## src/cfg_loader_defines.svh

```systemverilog
// Purpose: offsets, field positions and reset values for the configuration loader
// Assumes: flash word addresses are byte addresses of 24-bit program words
// Notes: definitions only
`ifndef CFG_LOADER_DEFINES_SVH
`define CFG_LOADER_DEFINES_SVH

`define CFG_WORD_COUNT 14
`define CFG_IDX_W 4
`define CFG_FLASH_AW 24
`define CFG_FLASH_DW 24
`define CFG_WORD_W 16

`define CFG_ADDR_SECURITY 24'h00af00
`define CFG_ADDR_BOOT_LIMIT 24'h00af10
`define CFG_ADDR_SIGNATURE 24'h00af14
`define CFG_ADDR_OSC_SELECT 24'h00af18
`define CFG_ADDR_OSC_CONFIG 24'h00af1c
`define CFG_ADDR_WATCHDOG 24'h00af20
`define CFG_ADDR_POWER_ON 24'h00af24
`define CFG_ADDR_DEBUG 24'h00af28
`define CFG_ADDR_DM_IVL_LO 24'h00af2c
`define CFG_ADDR_DM_IVL_HI 24'h00af30
`define CFG_ADDR_DM_CNT_LO 24'h00af34
`define CFG_ADDR_DM_CNT_HI 24'h00af38
`define CFG_ADDR_DEADMAN 24'h00af3c
`define CFG_ADDR_DEV_OPT 24'h00af40

// index of the words decoded by name, and of the last word, in the shadow array
`define IDX_SECURITY 4'h0
`define IDX_BOOT_LIMIT 4'h1
`define IDX_OSC_SELECT 4'h3
`define IDX_OSC_CONFIG 4'h4
`define IDX_WATCHDOG 4'h5
`define IDX_LAST 4'hd

// security word fields, then the boot limit word field
`define SEC_ALT_VEC_DIS 15
`define SEC_CFG_LVL_HI 11
`define SEC_CFG_LVL_LO 9
`define SEC_CFG_WP 8
`define SEC_GEN_LVL_HI 7
`define SEC_GEN_LVL_LO 6
`define SEC_GEN_WP 5
`define SEC_BOOT_CTL 3
`define SEC_BOOT_LVL_HI 2
`define SEC_BOOT_LVL_LO 1
`define SEC_BOOT_WP 0
`define BOOT_LIM_HI 12
`define BOOT_LIM_ALL_ONES 13'h1fff

// erased flash reads as all ones; shadow reset value
`define CFG_WORD_RESET 16'hffff
`define CFG_UPPER_BYTE_HI 23
`define CFG_UPPER_BYTE_LO 16

// apb register map, byte addresses
`define APB_AW 12
`define REG_SHADOW_BASE 12'h000
`define REG_STATUS 12'h040
`define REG_ALT_VEC_CTRL 12'h044
`define REG_DECODE 12'h048
`define REG_STATUS_DONE 0
`define REG_STATUS_UPPER_NZ 1
`define ALT_CTRL_EN 0
`define ALT_CTRL_AVAIL 1
`define DEC_INFO_HI 13
`define DEC_LVL_HI 21
`define DEC_LVL_LO 16

`endif

```

## src/cfg_loader_pkg.sv

```systemverilog
// Purpose: types shared by the configuration loader
// Assumes: nothing beyond the defines header
// Notes: protection levels ordered from weakest to strongest
package cfg_loader_pkg;
    typedef enum logic [1:0] {
        PROT_NONE = 2'b00,
        PROT_STANDARD = 2'b01,
        PROT_ENHANCED = 2'b10,
        PROT_HIGH = 2'b11
    } prot_level_type;

    typedef enum logic [1:0] {
        LOAD_IDLE = 2'b00,
        LOAD_READ = 2'b01,
        LOAD_CAPTURE = 2'b10,
        LOAD_DONE = 2'b11
    } load_state_type;
endpackage

```

## src/cfg_word_loader.sv

```systemverilog
// Purpose: reload configuration shadows from flash after every reset, decode security word
// Assumes: flash read port answers with rdata valid on a one-cycle ack
// Notes: registers read-only over apb except the alternate vector enable
//
// Contract
// - every reset restarts the copy of all flash configuration words
// - words are fetched from fixed addresses in the last flash page
// - oscillator and watchdog words drive power-on settings; protect bits gate access
// - alternate vector disable set forces alternate vector enable off and unwritable
// - config segment level: 111 none, 110 standard, 10x enhanced, 0xx high
// - config segment write-protect bit zero blocks writes to that segment
// - general segment level: 11 none, 10 standard, 0x high
// - general segment write-protect bit zero blocks writes to that segment
// - boot control bit one means no boot segment, else size from limit
// - boot segment level: 11 none, 10 standard, 0x high
// - boot limit holds inverted page after boot; all ones means size zero
// - boot write-protect bit zero blocks writes to the boot segment
//
// The implementer's own choice: the APB slave port.
`timescale 1ns/1ns
`include "cfg_loader_defines.svh"
module cfg_word_loader
    import cfg_loader_pkg::*;
#(
    parameter int WORDS = `CFG_WORD_COUNT
) (
    input wire logic CLK_I,
    input wire logic RST_N_I,
    output logic FLASH_REQ_O,
    output logic [`CFG_FLASH_AW-1:0] FLASH_ADDR_O,
    input wire logic FLASH_ACK_I,
    input wire logic [`CFG_FLASH_DW-1:0] FLASH_RDATA_I,
    output logic SYS_RST_N_O,
    output logic [`CFG_WORD_W-1:0] OSC_SELECT_O,
    output logic [`CFG_WORD_W-1:0] OSC_CONFIG_O,
    output logic [`CFG_WORD_W-1:0] WATCHDOG_O,
    output logic ALT_VEC_ENABLE_O,
    output logic CFG_WRITE_BLOCK_O,
    output logic GEN_WRITE_BLOCK_O,
    output logic BOOT_WRITE_BLOCK_O,
    output logic [1:0] CFG_PROT_LEVEL_O,
    output logic [1:0] GEN_PROT_LEVEL_O,
    output logic [1:0] BOOT_PROT_LEVEL_O,
    output logic BOOT_SEG_PRESENT_O,
    output logic [`BOOT_LIM_HI:0] BOOT_SEG_END_PAGE_O,
    input wire logic PSEL_I,
    input wire logic PENABLE_I,
    input wire logic PWRITE_I,
    input wire logic [`APB_AW-1:0] PADDR_I,
    input wire logic [31:0] PWDATA_I,
    output logic [31:0] PRDATA_O,
    output logic PREADY_O,
    output logic PSLVERR_O
);
    load_state_type state;
    load_state_type next_state;
    logic [`CFG_IDX_W-1:0] idx;
    logic [`CFG_FLASH_DW-1:0] captured;
    logic upper_nonzero;
    logic alt_vec_enable;
    logic wr_en;
    logic [`CFG_IDX_W-1:0] rd_idx;
    logic [`CFG_WORD_W-1:0] rd_word;
    logic [WORDS*`CFG_WORD_W-1:0] words;
    logic [`CFG_WORD_W-1:0] sec_word;
    logic [`CFG_WORD_W-1:0] lim_word;
    logic load_done;
    logic apb_access;
    logic apb_wr;
    logic apb_rd;
    logic rd_shadow;
    logic rd_shadow_q;
    logic [31:0] rd_other_q;
    logic err_q;
    prot_level_type cfg_lvl;
    prot_level_type gen_lvl;
    prot_level_type boot_lvl;

    function automatic logic [`CFG_FLASH_AW-1:0] word_addr(input logic [`CFG_IDX_W-1:0] i);
        case (i)
            4'h0: word_addr = `CFG_ADDR_SECURITY;
            4'h1: word_addr = `CFG_ADDR_BOOT_LIMIT;
            4'h2: word_addr = `CFG_ADDR_SIGNATURE;
            4'h3: word_addr = `CFG_ADDR_OSC_SELECT;
            4'h4: word_addr = `CFG_ADDR_OSC_CONFIG;
            4'h5: word_addr = `CFG_ADDR_WATCHDOG;
            4'h6: word_addr = `CFG_ADDR_POWER_ON;
            4'h7: word_addr = `CFG_ADDR_DEBUG;
            4'h8: word_addr = `CFG_ADDR_DM_IVL_LO;
            4'h9: word_addr = `CFG_ADDR_DM_IVL_HI;
            4'ha: word_addr = `CFG_ADDR_DM_CNT_LO;
            4'hb: word_addr = `CFG_ADDR_DM_CNT_HI;
            4'hc: word_addr = `CFG_ADDR_DEADMAN;
            4'hd: word_addr = `CFG_ADDR_DEV_OPT;
            default: word_addr = `CFG_ADDR_SECURITY;
        endcase
    endfunction

    // two-bit level fields share one encoding
    function automatic prot_level_type level2(input logic [1:0] f);
        if (f == 2'b11) begin
            level2 = PROT_NONE;
        end else if (f == 2'b10) begin
            level2 = PROT_STANDARD;
        end else begin
            level2 = PROT_HIGH;
        end
    endfunction

    // loader sequencer; the async reset restarts it on any reset source
    always_comb begin
        next_state = state;
        case (state)
            LOAD_IDLE: next_state = LOAD_READ;
            LOAD_READ: begin
                if (FLASH_ACK_I) begin
                    next_state = LOAD_CAPTURE;
                end
            end
            LOAD_CAPTURE: begin
                if (idx == `IDX_LAST) begin
                    next_state = LOAD_DONE;
                end else begin
                    next_state = LOAD_READ;
                end
            end
            LOAD_DONE: next_state = LOAD_DONE;
            default: next_state = LOAD_IDLE;
        endcase
    end

    always_ff @(posedge CLK_I or negedge RST_N_I) begin
        if (!RST_N_I) begin
            state <= LOAD_IDLE;
        end else begin
            state <= next_state;
        end
    end

    always_ff @(posedge CLK_I or negedge RST_N_I) begin
        if (!RST_N_I) begin
            idx <= '0;
        end else if (state == LOAD_CAPTURE && idx != `IDX_LAST) begin
            idx <= idx + 4'h1;
        end
    end

    always_ff @(posedge CLK_I or negedge RST_N_I) begin
        if (!RST_N_I) begin
            captured <= '0;
        end else if (state == LOAD_READ && FLASH_ACK_I) begin
            captured <= FLASH_RDATA_I;
        end
    end

    // upper byte carries no bits; nonzero is only flagged for software
    always_ff @(posedge CLK_I or negedge RST_N_I) begin
        if (!RST_N_I) begin
            upper_nonzero <= 1'b0;
        end else if (wr_en && captured[`CFG_UPPER_BYTE_HI:`CFG_UPPER_BYTE_LO] != 8'h00) begin
            upper_nonzero <= 1'b1;
        end
    end

    assign FLASH_REQ_O = (state == LOAD_READ);
    assign FLASH_ADDR_O = word_addr(idx);
    assign wr_en = (state == LOAD_CAPTURE);
    assign load_done = (state == LOAD_DONE);
    assign SYS_RST_N_O = load_done;

    cfg_shadow_mem #(
        .DEPTH(WORDS),
        .AW(`CFG_IDX_W),
        .DW(`CFG_WORD_W)
    ) u_shadow (
        .CLK_I(CLK_I),
        .RST_N_I(RST_N_I),
        .wr_en_i(wr_en),
        .wr_idx_i(idx),
        .wr_data_i(captured[`CFG_WORD_W-1:0]),
        .rd_idx_i(rd_idx),
        .rd_data_o(rd_word),
        .all_words_o(words)
    );

    assign sec_word = words[`IDX_SECURITY*`CFG_WORD_W +: `CFG_WORD_W];
    assign lim_word = words[`IDX_BOOT_LIMIT*`CFG_WORD_W +: `CFG_WORD_W];
    assign OSC_SELECT_O = words[`IDX_OSC_SELECT*`CFG_WORD_W +: `CFG_WORD_W];
    assign OSC_CONFIG_O = words[`IDX_OSC_CONFIG*`CFG_WORD_W +: `CFG_WORD_W];
    assign WATCHDOG_O = words[`IDX_WATCHDOG*`CFG_WORD_W +: `CFG_WORD_W];

    always_comb begin
        logic [2:0] f;
        f = sec_word[`SEC_CFG_LVL_HI:`SEC_CFG_LVL_LO];
        if (f == 3'b111) begin
            cfg_lvl = PROT_NONE;
        end else if (f == 3'b110) begin
            cfg_lvl = PROT_STANDARD;
        end else if (f[2]) begin
            cfg_lvl = PROT_ENHANCED;
        end else begin
            cfg_lvl = PROT_HIGH;
        end
    end

    assign gen_lvl = level2(sec_word[`SEC_GEN_LVL_HI:`SEC_GEN_LVL_LO]);
    assign boot_lvl = level2(sec_word[`SEC_BOOT_LVL_HI:`SEC_BOOT_LVL_LO]);
    assign CFG_PROT_LEVEL_O = cfg_lvl;
    assign GEN_PROT_LEVEL_O = gen_lvl;
    assign BOOT_PROT_LEVEL_O = boot_lvl;
    // blocks also asserted while loading so nothing writes before settings are known
    assign CFG_WRITE_BLOCK_O = !load_done || !sec_word[`SEC_CFG_WP];
    assign GEN_WRITE_BLOCK_O = !load_done || !sec_word[`SEC_GEN_WP];
    assign BOOT_WRITE_BLOCK_O = !load_done || !sec_word[`SEC_BOOT_WP];
    // limit all ones means an empty boot segment even when enabled
    assign BOOT_SEG_PRESENT_O = !sec_word[`SEC_BOOT_CTL] &&
        (lim_word[`BOOT_LIM_HI:0] != `BOOT_LIM_ALL_ONES);
    assign BOOT_SEG_END_PAGE_O = BOOT_SEG_PRESENT_O ? ~lim_word[`BOOT_LIM_HI:0] : '0;

    // apb slave: zero wait states, read data registered
    assign apb_access = PSEL_I && PENABLE_I;
    assign apb_wr = PSEL_I && !PENABLE_I && PWRITE_I;
    assign apb_rd = PSEL_I && !PENABLE_I && !PWRITE_I;
    assign rd_shadow = PADDR_I < (`REG_SHADOW_BASE + 12'(WORDS * 4));
    assign rd_idx = PADDR_I[`CFG_IDX_W+1:2];

    always_ff @(posedge CLK_I or negedge RST_N_I) begin
        if (!RST_N_I) begin
            alt_vec_enable <= 1'b0;
        end else if (sec_word[`SEC_ALT_VEC_DIS]) begin
            alt_vec_enable <= 1'b0;
        end else if (apb_access && PWRITE_I && PADDR_I == `REG_ALT_VEC_CTRL) begin
            alt_vec_enable <= PWDATA_I[`ALT_CTRL_EN];
        end
    end
    assign ALT_VEC_ENABLE_O = alt_vec_enable;

    always_ff @(posedge CLK_I or negedge RST_N_I) begin
        if (!RST_N_I) begin
            rd_shadow_q <= 1'b0;
            rd_other_q <= '0;
            err_q <= 1'b0;
        end else if (PSEL_I && !PENABLE_I) begin
            rd_shadow_q <= apb_rd && rd_shadow;
            err_q <= 1'b0;
            rd_other_q <= '0;
            if (apb_rd && PADDR_I == `REG_STATUS) begin
                rd_other_q[`REG_STATUS_DONE] <= load_done;
                rd_other_q[`REG_STATUS_UPPER_NZ] <= upper_nonzero;
            end else if (apb_rd && PADDR_I == `REG_ALT_VEC_CTRL) begin
                rd_other_q[`ALT_CTRL_EN] <= alt_vec_enable;
                rd_other_q[`ALT_CTRL_AVAIL] <= !sec_word[`SEC_ALT_VEC_DIS];
            end else if (apb_rd && PADDR_I == `REG_DECODE) begin
                rd_other_q[`DEC_INFO_HI:0] <= {BOOT_SEG_PRESENT_O, BOOT_SEG_END_PAGE_O};
                rd_other_q[`DEC_LVL_HI:`DEC_LVL_LO] <= {cfg_lvl, gen_lvl, boot_lvl};
            end else if (apb_rd && !rd_shadow) begin
                err_q <= 1'b1;
            end else if (apb_wr && PADDR_I != `REG_ALT_VEC_CTRL) begin
                err_q <= 1'b1;
            end
        end
    end

    assign PREADY_O = 1'b1;
    assign PSLVERR_O = apb_access && err_q;
    assign PRDATA_O = rd_shadow_q ? {16'h0000, rd_word} : rd_other_q;
endmodule

```

## src/cfg_shadow_mem.sv

```systemverilog
// Purpose: shadow store for the configuration words
// Assumes: one write port, one registered read port
// Notes: contents return to erased value on every reset
`timescale 1ns/1ns
`include "cfg_loader_defines.svh"
module cfg_shadow_mem #(
    parameter int DEPTH = `CFG_WORD_COUNT,
    parameter int AW = `CFG_IDX_W,
    parameter int DW = `CFG_WORD_W
) (
    input wire logic CLK_I,
    input wire logic RST_N_I,
    input wire logic wr_en_i,
    input wire logic [AW-1:0] wr_idx_i,
    input wire logic [DW-1:0] wr_data_i,
    input wire logic [AW-1:0] rd_idx_i,
    output logic [DW-1:0] rd_data_o,
    output logic [DEPTH*DW-1:0] all_words_o
);
    logic [DW-1:0] mem [DEPTH];

    genvar g;
    generate
        for (g = 0; g < DEPTH; g++) begin : gen_word
            always_ff @(posedge CLK_I or negedge RST_N_I) begin
                if (!RST_N_I) begin
                    mem[g] <= `CFG_WORD_RESET;
                end else if (wr_en_i && (wr_idx_i == AW'(g))) begin
                    mem[g] <= wr_data_i;
                end
            end
            assign all_words_o[g*DW +: DW] = mem[g];
        end
    endgenerate

    always_ff @(posedge CLK_I or negedge RST_N_I) begin
        if (!RST_N_I) begin
            rd_data_o <= '0;
        end else if (int'(rd_idx_i) < DEPTH) begin
            rd_data_o <= mem[rd_idx_i];
        end else begin
            rd_data_o <= '0;
        end
    end
endmodule

```

## config.mk

```make
export PLATFORM = sky130hd
export DESIGN_NAME = cfg_word_loader
export DESIGN_NICKNAME = d
export VERILOG_FILES = /design/src/cfg_loader_pkg.sv /design/src/cfg_word_loader.sv /design/src/cfg_shadow_mem.sv
export VERILOG_INCLUDE_DIRS = /design/src /design/src/src
export SDC_FILE = /design/constraint.sdc
export NUM_CORES = 1
export LEC_CHECK = 0
export BUFFER_PORTS_ARGS = -buffer_cell sky130_fd_sc_hd__buf_2
export CAP_MARGIN = 10
export CORE_ASPECT_RATIO = 0.7
export CORE_MARGIN = 4
export CORE_UTILIZATION = 58
export DETAILED_ROUTE_END_ITERATION = 7
export GPL_ROUTABILITY_DRIVEN = 0
export HOLD_SLACK_MARGIN = 0.05
export MAX_ROUTING_LAYER = met4
export PLACE_DENSITY = 0.81
export SYNTH_ARGS = -nofsm -noshare
export SYNTH_HDL_FRONTEND = slang
export SYNTH_HIERARCHICAL = 1
export SYNTH_SLANG_ARGS = --single-unit
```

## constraint.sdc

```tcl
create_clock -name CLK_I -period 2.6 [get_ports CLK_I]
set_input_delay 0.13 -clock CLK_I [delete_from_list [all_inputs] [get_ports CLK_I]]
set_output_delay 0.13 -clock CLK_I [all_outputs]
set_load 0.02 [all_outputs]
```

==> impl_metrics.env, run 1 <==
export IMPL_setup_viol=0
export IMPL_die_h_um=139
export IMPL_route_detailed_drc=0
export IMPL_post_drt_wl_per_cell_um=22.3
export IMPL_num_vias=8983
export IMPL_hp_class="in2reg"
export IMPL_cp_required_ns=2.47
export IMPL_grt_pass1_wl_mm=54.1
export IMPL_syn_area_per_cell_sq_um=13.6
export IMPL_grt_max_degree=92
export IMPL_antenna_found_initial=2
export IMPL_vias_per_cell=5.80
export IMPL_powerDensity_nw_per_um2=546
export IMPL_drtPass1Iterations=5
export IMPL_die_w_um=195
export IMPL_fin_area_sq_um=16300
export IMPL_place_area_sq_um=15100
export IMPL_crit_fanout=23
export IMPL_synth_area_leaders="dfstp_2 41%, mux2_2 17%, dfrtp_1 12%, mux2i_1 8.0%, mux2_4 4.2%"
export IMPL_numCtsBuffers=28
export IMPL_start_kind="flip-flop"
export IMPL_crit_type="reg2out"
export IMPL_initial_core_util_pct=59.4
export IMPL_timing_hold_ws_ns=0.0762
export IMPL_yosys_top_cells_count="224 x dfstp_2, 218 x mux2_2, 114 x mux2i_1"
export IMPL_cts_setup_buffers=0
export IMPL_clk_pin_slew_ns=0.06
export IMPL_hold_viol=0
export IMPL_syn_area_sq_um=14200
export IMPL_yosys_most_used_dff="dfstp_2"
export IMPL_slowest_stage="dfrtp_1"
export IMPL_cts_tree="yes"
export IMPL_ios=206
export IMPL_ys_types=53
export IMPL_ys_seq_elements=294
export IMPL_tightest_slew_ns=1.10
export IMPL_core_area_sq_um=23900
export IMPL_ant_nets=0
export IMPL_synth_top_area_cell="dfstp_2"
export IMPL_track_usage_pct=25.7
export IMPL_layout_nets=1286
export IMPL_rsz0062_at_grt="no"
export IMPL_slew_headroom_pct=26.5
export IMPL_yosysMostFrequentCell="dfstp_2"
export IMPL_netlist_instances=1041
export IMPL_path_cells="mux2_2 -> buf_2"
export IMPL_overflow=0
export IMPL_maxCapViolCount=0
export IMPL_finalCritPeriodShare_pct=90.2
export IMPL_cts_sinks=294
export IMPL_drv_slew=0
export IMPL_timing_fmax_mhz=426
export IMPL_ir_drop_uv=456
export IMPL_diodes=0
export IMPL_synth_sequential_area_ratio_pct=53.8
export IMPL_post_cts_resize_count=0
export IMPL_fill_cells=1709
export IMPL_cp_data_arrival_time_ns=2.22
export IMPL_dp_hpwl_mm=23.2
export IMPL_final_layout_size_suffix_gt1_share_pct=59.7
export IMPL_synthArstFlopShare_pct=100
export IMPL_postCtsHoldBufs=34
export IMPL_rows=47
export IMPL_synth_edff_count=0
export IMPL_endpoint_kind="output port"
export IMPL_root_buffer="clkbuf_16"
export IMPL_fp_dieArea_sq_um=27100
export IMPL_clk_path_buf_depth=3
export IMPL_skew_ns=0.0222
export IMPL_min_period_ns=2.35
export IMPL_worstSkewPairLatency_ns=0.55
export IMPL_first_iter_violations=660
export IMPL_ys_warn_count=6
export IMPL_slowest_delay_ns=1.07
export IMPL_total_leakage_power_nw=7.56
export IMPL_wl_mm=34.5
export IMPL_outcome="complete, no violations"
export IMPL_htreeDepth=1
export IMPL_synth_top_area_share_pct=41.5
export IMPL_syn2layout_area_growth_pct=15.2
export IMPL_grt_pass1_vias=9202
export IMPL_place_port_buffers=144
export IMPL_finalSetupTns_ns=0
## layer usage
metal / wire, um / part of all wire (%) / up-vias / track usage [%]
li1: - / - / 4019 / -
met1: 16200 / 47 / 4617 / 37.6
met2: 15000 / 43 / 295 / 37.7
met3: 2650 / 7.7 / 52 / 5.85
met4: 665 / 1.9 / 0 / 4.48
met5: 0 / 0 / - / -
## sequential cells by signal (all words and copies together) (netlist names)
register	flops
idx	4
err_q	1
captured	24
state	2
u_shadow/rd_data_o	16
u_shadow/all_words_o	224
ALT_VEC_ENABLE_O	1
rd_other_q	20
upper_nonzero	1
rd_shadow_q	1
## layout by cell type, fill, tap and decap left out, drive strengths merged, types with 2 or more instances in the layout
master and n:
nand2 39, nor4 4, nand3b 6, and2 3
nor3b 2, mux2 262, o22ai 49, nand4 4
dfrtp 70, xnor2 5, or3b 3, nor2b 11
nand2b 10, clkbuf 44, a21oi 4, or3 3
nor2 42, buf 181, and3 3, mux2i 114
inv 7, clkinv 8, nand3 8, dfstp 224
o31ai 15, or4 16, or2 2, ha 4
o21ai 8, nor3 6, conb 30, nand4b 2
dlygate4sd3 34, a211oi 2
## layout make-up
cell class | count | area [sq um] | share of cell area (%)
sequential | 294 | 7640 | 46.7
multi-input combinational | 662 | 5970 | 36.5
timing repair buffer | 215 | 1410 | 8.65
clock buffer | 44 | 852 | 5.22
tap | 318 | 398 | 2.44
clock inverter | 8 | 40.0 | 0.245
inverter | 7 | 26.3 | 0.161
## critical path, delay by kind of cell (launching register included)
kind                   cells  cell delay, ns
DFF                        1            1.07
muxes                      1            0.43
buffers and inverters      1            0.16
## through the flow
step | instances | utilization [%] | power, mW | setup slack (ns)
3_3_place_gp | 1462 | 63.3 | 5.02 | 0.470
3_5_place_dp | 1462 | 63.3 | 5.03 | 0.397
6_report | 1548 | 68.4 | 8.92 | 0.254
5_1_grt | 1548 | 68.4 | 9.20 | 0.102
2_1_floorplan | 1069 | - | 4.87 | 0.692
4_1_cts | 1548 | 68.4 | 8.99 | 0.265
## power breakdown
group	switching, mW	leakage (nW)	internal [mW]
registers	0.00232	3.27	4.60
clock network	1.68	0.448	2.24
logic	0.261	3.85	0.136
## logic make-up after synthesis
logic type               share of synthesized area (%)
flip-flops                                        53.8
AND/OR/NAND/NOR                                   6.83
adder cells (fa/ha/maj)                          0.353
AO/OA/AOI/OAI                                     3.91
other                                           0.0529
XOR/XNOR                                         0.309
multiplexers                                      29.9
buffers and inverters                             4.80
## final timing paths
path | startpoint | to | slack, ns | cells past startpoint
max in group asynchronous | RST_N_I | u_shadow/all_words_o[155]$_DFFE_PN1P_ | 1.54 | 3
worst min register to register | rd_other_q[16]$_DFFE_PN0N_ | rd_other_q[16]$_DFFE_PN0N_ | 0.46 | 2
worst max-delay path | rd_shadow_q$_DFFE_PN0N_ | PRDATA_O[5] | 0.25 | 2
min in group asynchronous | RST_N_I | ALT_VEC_ENABLE_O$_DFFE_PN0P_ | 0.19 | 2
worst min-delay path | PADDR_I[1] | err_q$_DFFE_PN0N_ | 0.08 | 5
worst max register to register | state[0]$_DFFE_PN0P_ | u_shadow/all_words_o[48]$_DFFE_PN1P_ | 0.32 | 6
(Power assumes the default switching activity.)
==> run 2, diff against run 1 <==
- clock period: 2.6 -> 2.4 ns (I/O delays scaled with it)
==> impl_metrics.env, run 2 (synthesis gave the netlist of run 1 again) <==
export IMPL_timing_fmax_mhz=445
export IMPL_cp_required_ns=2.28
export IMPL_die_h_um=139
export IMPL_layout_nets=1293
export IMPL_numCtsBuffers=29
export IMPL_place_port_buffers=144
export IMPL_post_drt_wl_per_cell_um=22.5
export IMPL_reg2reg_slack_ns=0.26
export IMPL_endpoint_kind="output port"
export IMPL_final_instance_count_excl_fill=1555
export IMPL_worstSkewPairLatency_ns=0.54
export IMPL_slew_headroom_pct=56.3
export IMPL_ios=206
export IMPL_cts_sinks=294
export IMPL_slowest_stage="dfstp_2"
export IMPL_core_area_sq_um=23900
export IMPL_crit_type="reg2out"
export IMPL_crit_fanout=5
export IMPL_ir_drop_uv=625
export IMPL_finalCritPeriodShare_pct=93.7
export IMPL_p_total_mw=9.81
export IMPL_crit_family="simple AND/OR/NAND/NOR gates"
export IMPL_final_layout_size_suffix_gt1_share_pct=59.7
export IMPL_antenna_found_initial=0
export IMPL_root_buffer="clkbuf_16"
export IMPL_largest_reg_flops=224
export IMPL_syn2layout_area_growth_pct=16.1
export IMPL_grt_pass1_vias=9348
export IMPL_path_cells="nand4_1 -> nor4_1 -> nor2_1 -> buf_2"
export IMPL_start_kind="flip-flop"
export IMPL_mostFrequentLayoutCell="dfstp_2"
export IMPL_fp_dieArea_sq_um=27100
export IMPL_seqCellArea_sq_um=7640
export IMPL_timing_hold_ws_ns=0.106
export IMPL_powerDensity_nw_per_um2=596
export IMPL_initial_core_util_pct=59.4
export IMPL_vias_per_cell=5.82
export IMPL_finalSetupTns_ns=0
export IMPL_clk_pin_slew_ns=0.06
export IMPL_finalWorstSetupSlack_ns=0.152
export IMPL_path_buf_inv=1
export IMPL_multi_input_area_sq_um=5970
export IMPL_drv_slew=0
export IMPL_grt_max_degree=80
export IMPL_outcome="complete, no violations"
export IMPL_slowest_delay_ns=0.60
export IMPL_rows=47
export IMPL_setup_viol=0
export IMPL_maxCapViolCount=0
export IMPL_cp_data_arrival_time_ns=2.13
export IMPL_min_period_ns=2.25
export IMPL_hold_viol=0
export IMPL_dp_hpwl_mm=23.6
export IMPL_final_util_pct=69.0
export IMPL_wl_mm=34.9
export IMPL_overflow=0
export IMPL_place_area_sq_um=15200
export IMPL_first_iter_violations=552
export IMPL_total_leakage_power_nw=7.61
export IMPL_skew_ns=0.0107
export IMPL_grt_pass1_wl_mm=55.7
export IMPL_drtPass1Iterations=5
export IMPL_rsz0062_at_grt="no"
export IMPL_diodes=0
export IMPL_tightest_slew_ns=0.654
export IMPL_route_detailed_drc=0
export IMPL_place_inst=1465
export IMPL_die_w_um=195
export IMPL_hp_class="in2reg"
export IMPL_dp_slack_ns=0.309
export IMPL_htreeDepth=1
export IMPL_track_usage_pct=26.5
export IMPL_clk_path_buf_depth=3
export IMPL_ant_nets=0
export IMPL_cts_tree="yes"
export IMPL_fin_area_sq_um=16500
export IMPL_most_common_layout_cells="224 x dfstp_2, 218 x mux2_2, 142 x buf_2"
export IMPL_num_vias=9050
export IMPL_fill_cells=1686
## run 2: repair_timing
item	CTS	global route
hold buffers	37	0
gates resized for setup	0	2
endpoints found under the hold margin	137	0
setup endpoints to repair	0	2
setup buffers	0	0
## run 2: report_power, final
group	switching, mW	internal, mW
Clock	1.84	2.55
Sequential	0.00140	4.98
Combinational	0.282	0.150
## run 2: final timing paths
path | end | cells after the start | startpoint
setup / recovery | BOOT_SEG_PRESENT_O | 4 | u_shadow/all_words_o[24]$_DFFE_PN1P_
hold / removal | err_q$_DFFE_PN0N_ | 4 | PADDR_I[6]
setup reg to reg | u_shadow/all_words_o[14]$_DFFE_PN1P_ | 5 | state[0]$_DFFE_PN0P_
hold reg to reg | rd_other_q[18]$_DFFE_PN0N_ | 2 | rd_other_q[18]$_DFFE_PN0N_
max in group asynchronous | u_shadow/all_words_o[209]$_DFFE_PN1P_ | 3 | RST_N_I
min in group asynchronous | u_shadow/rd_data_o[3]$_DFF_PN0_ | 2 | RST_N_I
## run 2: tightest hold or removal path: cells and delay by family
kind | cells | cell delay, ns
AOI/OAI and AO/OA | 3 | 0.38
buffers and inverters | 1 | 0.10
## run 2: layout make-up
type	instances	share of cell area (%)
clock buffer	46	5.22
tap	318	2.42
clock inverter	7	0.403
timing repair buffer	221	9.13
multi-input combinational	662	36.3
inverter	7	0.160
sequential	294	46.4
## run 2: layer usage
metal | track usage [%] | vias to the layer above | wire [um]
met3 | 4.15 | 52 | 1990
met2 | 39.8 | 304 | 15800
met1 | 39.1 | 4656 | 16400
met5 | - | - | 0
met4 | 4.99 | 0 | 734
li1 | - | 4038 | -
==> run 3, diff against run 2 <==
- CTS_CLUSTER_SIZE: unset -> 40
- PLACE_DENSITY: 0.81 -> 0.79
==> impl_metrics.env, run 3 (synthesis gave the netlist of run 1 again) <==
export IMPL_final_layout_size_suffix_gt1_share_pct=59.5
export IMPL_rows=47
export IMPL_syn2layout_area_growth_pct=15.2
export IMPL_post_drt_wl_per_cell_um=22.5
export IMPL_drv_slew=0
export IMPL_pwr_share_clk_pct=44.5
export IMPL_rsz0062_at_grt="no"
export IMPL_sequentialPowerShare_pct=51.2
export IMPL_diodes=0
export IMPL_place_port_buffers=144
export IMPL_grt_pass1_wl_mm=54.9
export IMPL_root_buffer="clkbuf_16"
export IMPL_num_vias=8969
export IMPL_r2r_start="state[0]$_DFFE_PN0P_"
export IMPL_numCtsBuffers=28
export IMPL_reg2reg_slack_ns=0.23
export IMPL_clk_path_buf_depth=3
export IMPL_crit_fanout=16
export IMPL_total_leakage_power_nw=7.53
export IMPL_start_kind="flip-flop"
export IMPL_outcome="complete, no violations"
export IMPL_track_usage_pct=26.0
export IMPL_ir_drop_uv=518
export IMPL_final_instance_count_excl_fill=1541
export IMPL_final_util_pct=68.4
export IMPL_worstSkewPairLatency_ns=0.54
export IMPL_fill_cells=1740
export IMPL_grt_pass1_vias=9392
export IMPL_combPwrFrac_pct=4.4
export IMPL_p_total_mw=9.73
export IMPL_cp_required_ns=2.86
export IMPL_powerDensity_nw_per_um2=596
export IMPL_first_iter_violations=631
export IMPL_tightest_slew_ns=0.642
export IMPL_largest_reg_flops=224
export IMPL_maxCapViolCount=0
export IMPL_skew_ns=0.00671
export IMPL_min_period_ns=2.17
export IMPL_initial_core_util_pct=59.4
export IMPL_overflow=0
export IMPL_cp_data_arrival_time_ns=2.63
export IMPL_fin_area_sq_um=16300
export IMPL_grt_max_degree=96
export IMPL_die_h_um=139
export IMPL_dp_hpwl_mm=23.0
export IMPL_timing_fmax_mhz=461
export IMPL_cts_sinks=294
export IMPL_mostFrequentLayoutCell="dfstp_2"
export IMPL_ios=206
export IMPL_place_area_sq_um=15100
export IMPL_p_sw_share_pct=21.8
export IMPL_finalCritPeriodShare_pct=90.3
export IMPL_htreeDepth=1
export IMPL_cts_tree="yes"
export IMPL_antenna_found_initial=2
export IMPL_ant_nets=0
export IMPL_core_area_sq_um=23900
export IMPL_drtPass1Iterations=4
export IMPL_route_detailed_drc=0
export IMPL_rr_endpoint="u_shadow/all_words_o[3]$_DFFE_PN1P_"
export IMPL_slew_headroom_pct=57.1
export IMPL_multi_input_area_sq_um=5970
export IMPL_setup_viol=0
export IMPL_place_inst=1455
export IMPL_power_switching_mw=2.13
export IMPL_die_w_um=195
export IMPL_vias_per_cell=5.82
export IMPL_endpoint_kind="flip-flop"
export IMPL_seqCellArea_sq_um=7640
export IMPL_clk_pin_slew_ns=0.06
export IMPL_reg2reg_depth=5
export IMPL_layout_nets=1280
export IMPL_most_common_layout_cells="224 x dfstp_2, 218 x mux2_2, 142 x buf_2"
export IMPL_finalSetupTns_ns=0
export IMPL_hold_viol=0
export IMPL_internal_power_mw=7.60
export IMPL_wl_mm=34.7
export IMPL_fp_dieArea_sq_um=27100
export IMPL_hp_class="in2async"
export IMPL_crit_type="reg2reg"
## run 3: cell count changes in the layout (fill, tap and decap cells not counted)
cell	previous run	this run
inv_8	0	1
buf_12	8	7
clkbuf_1	10	8
clkbuf_8	7	5
dlygate4sd3_1	37	35
buf_4	33	24
clkinv_2	4	5
clkinvlp_4	1	2
inv_6	1	0
## run 3: how the worst max path moves through the flow
stage	start	end	slack, ns	cells after the start
CTS	idx[0]$_DFFE_PN0P_	FLASH_ADDR_O[3]	0.10	6
global route	u_shadow/all_words_o[23]$_DFFE_PN1P_	BOOT_SEG_PRESENT_O	0.08	4
global placement	state[0]$_DFFE_PN0P_	u_shadow/all_words_o[7]$_DFFE_PN1P_	0.34	5
floorplan	state[0]$_DFFE_PN0P_	u_shadow/all_words_o[53]$_DFFE_PN1P_	0.49	7
detailed placement	state[0]$_DFFE_PN0P_	u_shadow/all_words_o[6]$_DFFE_PN1P_	0.27	5
finish	state[0]$_DFFE_PN0P_	u_shadow/all_words_o[3]$_DFFE_PN1P_	0.23	5
## run 3: timing repair
| action | 4_1_cts | 5_1_grt |
|---|---|---|
| gates resized for setup | 0 | 2 |
| endpoints found under the hold margin | 141 | 0 |
| endpoints found under the setup margin | 0 | 2 |
| hold buffers | 35 | 0 |
| setup buffers | 0 | 0 |
## run 3: power groups by stage
stage | clock network (mW) | registers, mW | logic (mW)
detailed placement | 0 | 5.06 | 0.385
finish | 4.33 | 4.98 | 0.424
global route | 4.62 | 4.98 | 0.460
CTS | 4.41 | 4.98 | 0.424
floorplan | 0 | 5.06 | 0.223
global placement | 0 | 5.06 | 0.383
## run 3: worst max-delay path, cell delays in order (launching register included)
cell      delay, ns
dfrtp_1        0.40
nand2b_1       0.16
inv_1          0.22
nor3b_2        0.44
nand2_2        0.46
mux2_2         0.42
## run 3: layer usage
| metal | vias to the layer above | part of all wire, % | track usage (%) |
|---|---|---|---|
| met1 | 4615 | 47 | 38.1 |
| met4 | 0 | 1.8 | 4.99 |
| met2 | 313 | 44 | 38.8 |
| met5 | - | 0 | - |
| li1 | 4000 | - | - |
| met3 | 41 | 7.2 | 4.61 |
## run 3: final cells by class
type                       count  share of cell area, %
multi-input combinational    662                   36.5
inverter                       7                  0.161
sequential                   294                   46.8
timing repair buffer         209                   8.55
tap                          318                   2.44
clock inverter                 9                  0.498
clock buffer                  42                   5.05
## run 3: per-stage QoR
stage | hold WS (ns) | setup WS (ns)
floorplan | -0.176 | 0.492
global placement | 0.0565 | 0.339
detailed placement | 0.0583 | 0.269
CTS | 0.0628 | 0.104
global route | 0.124 | 0.0804
finish | 0.0798 | 0.233
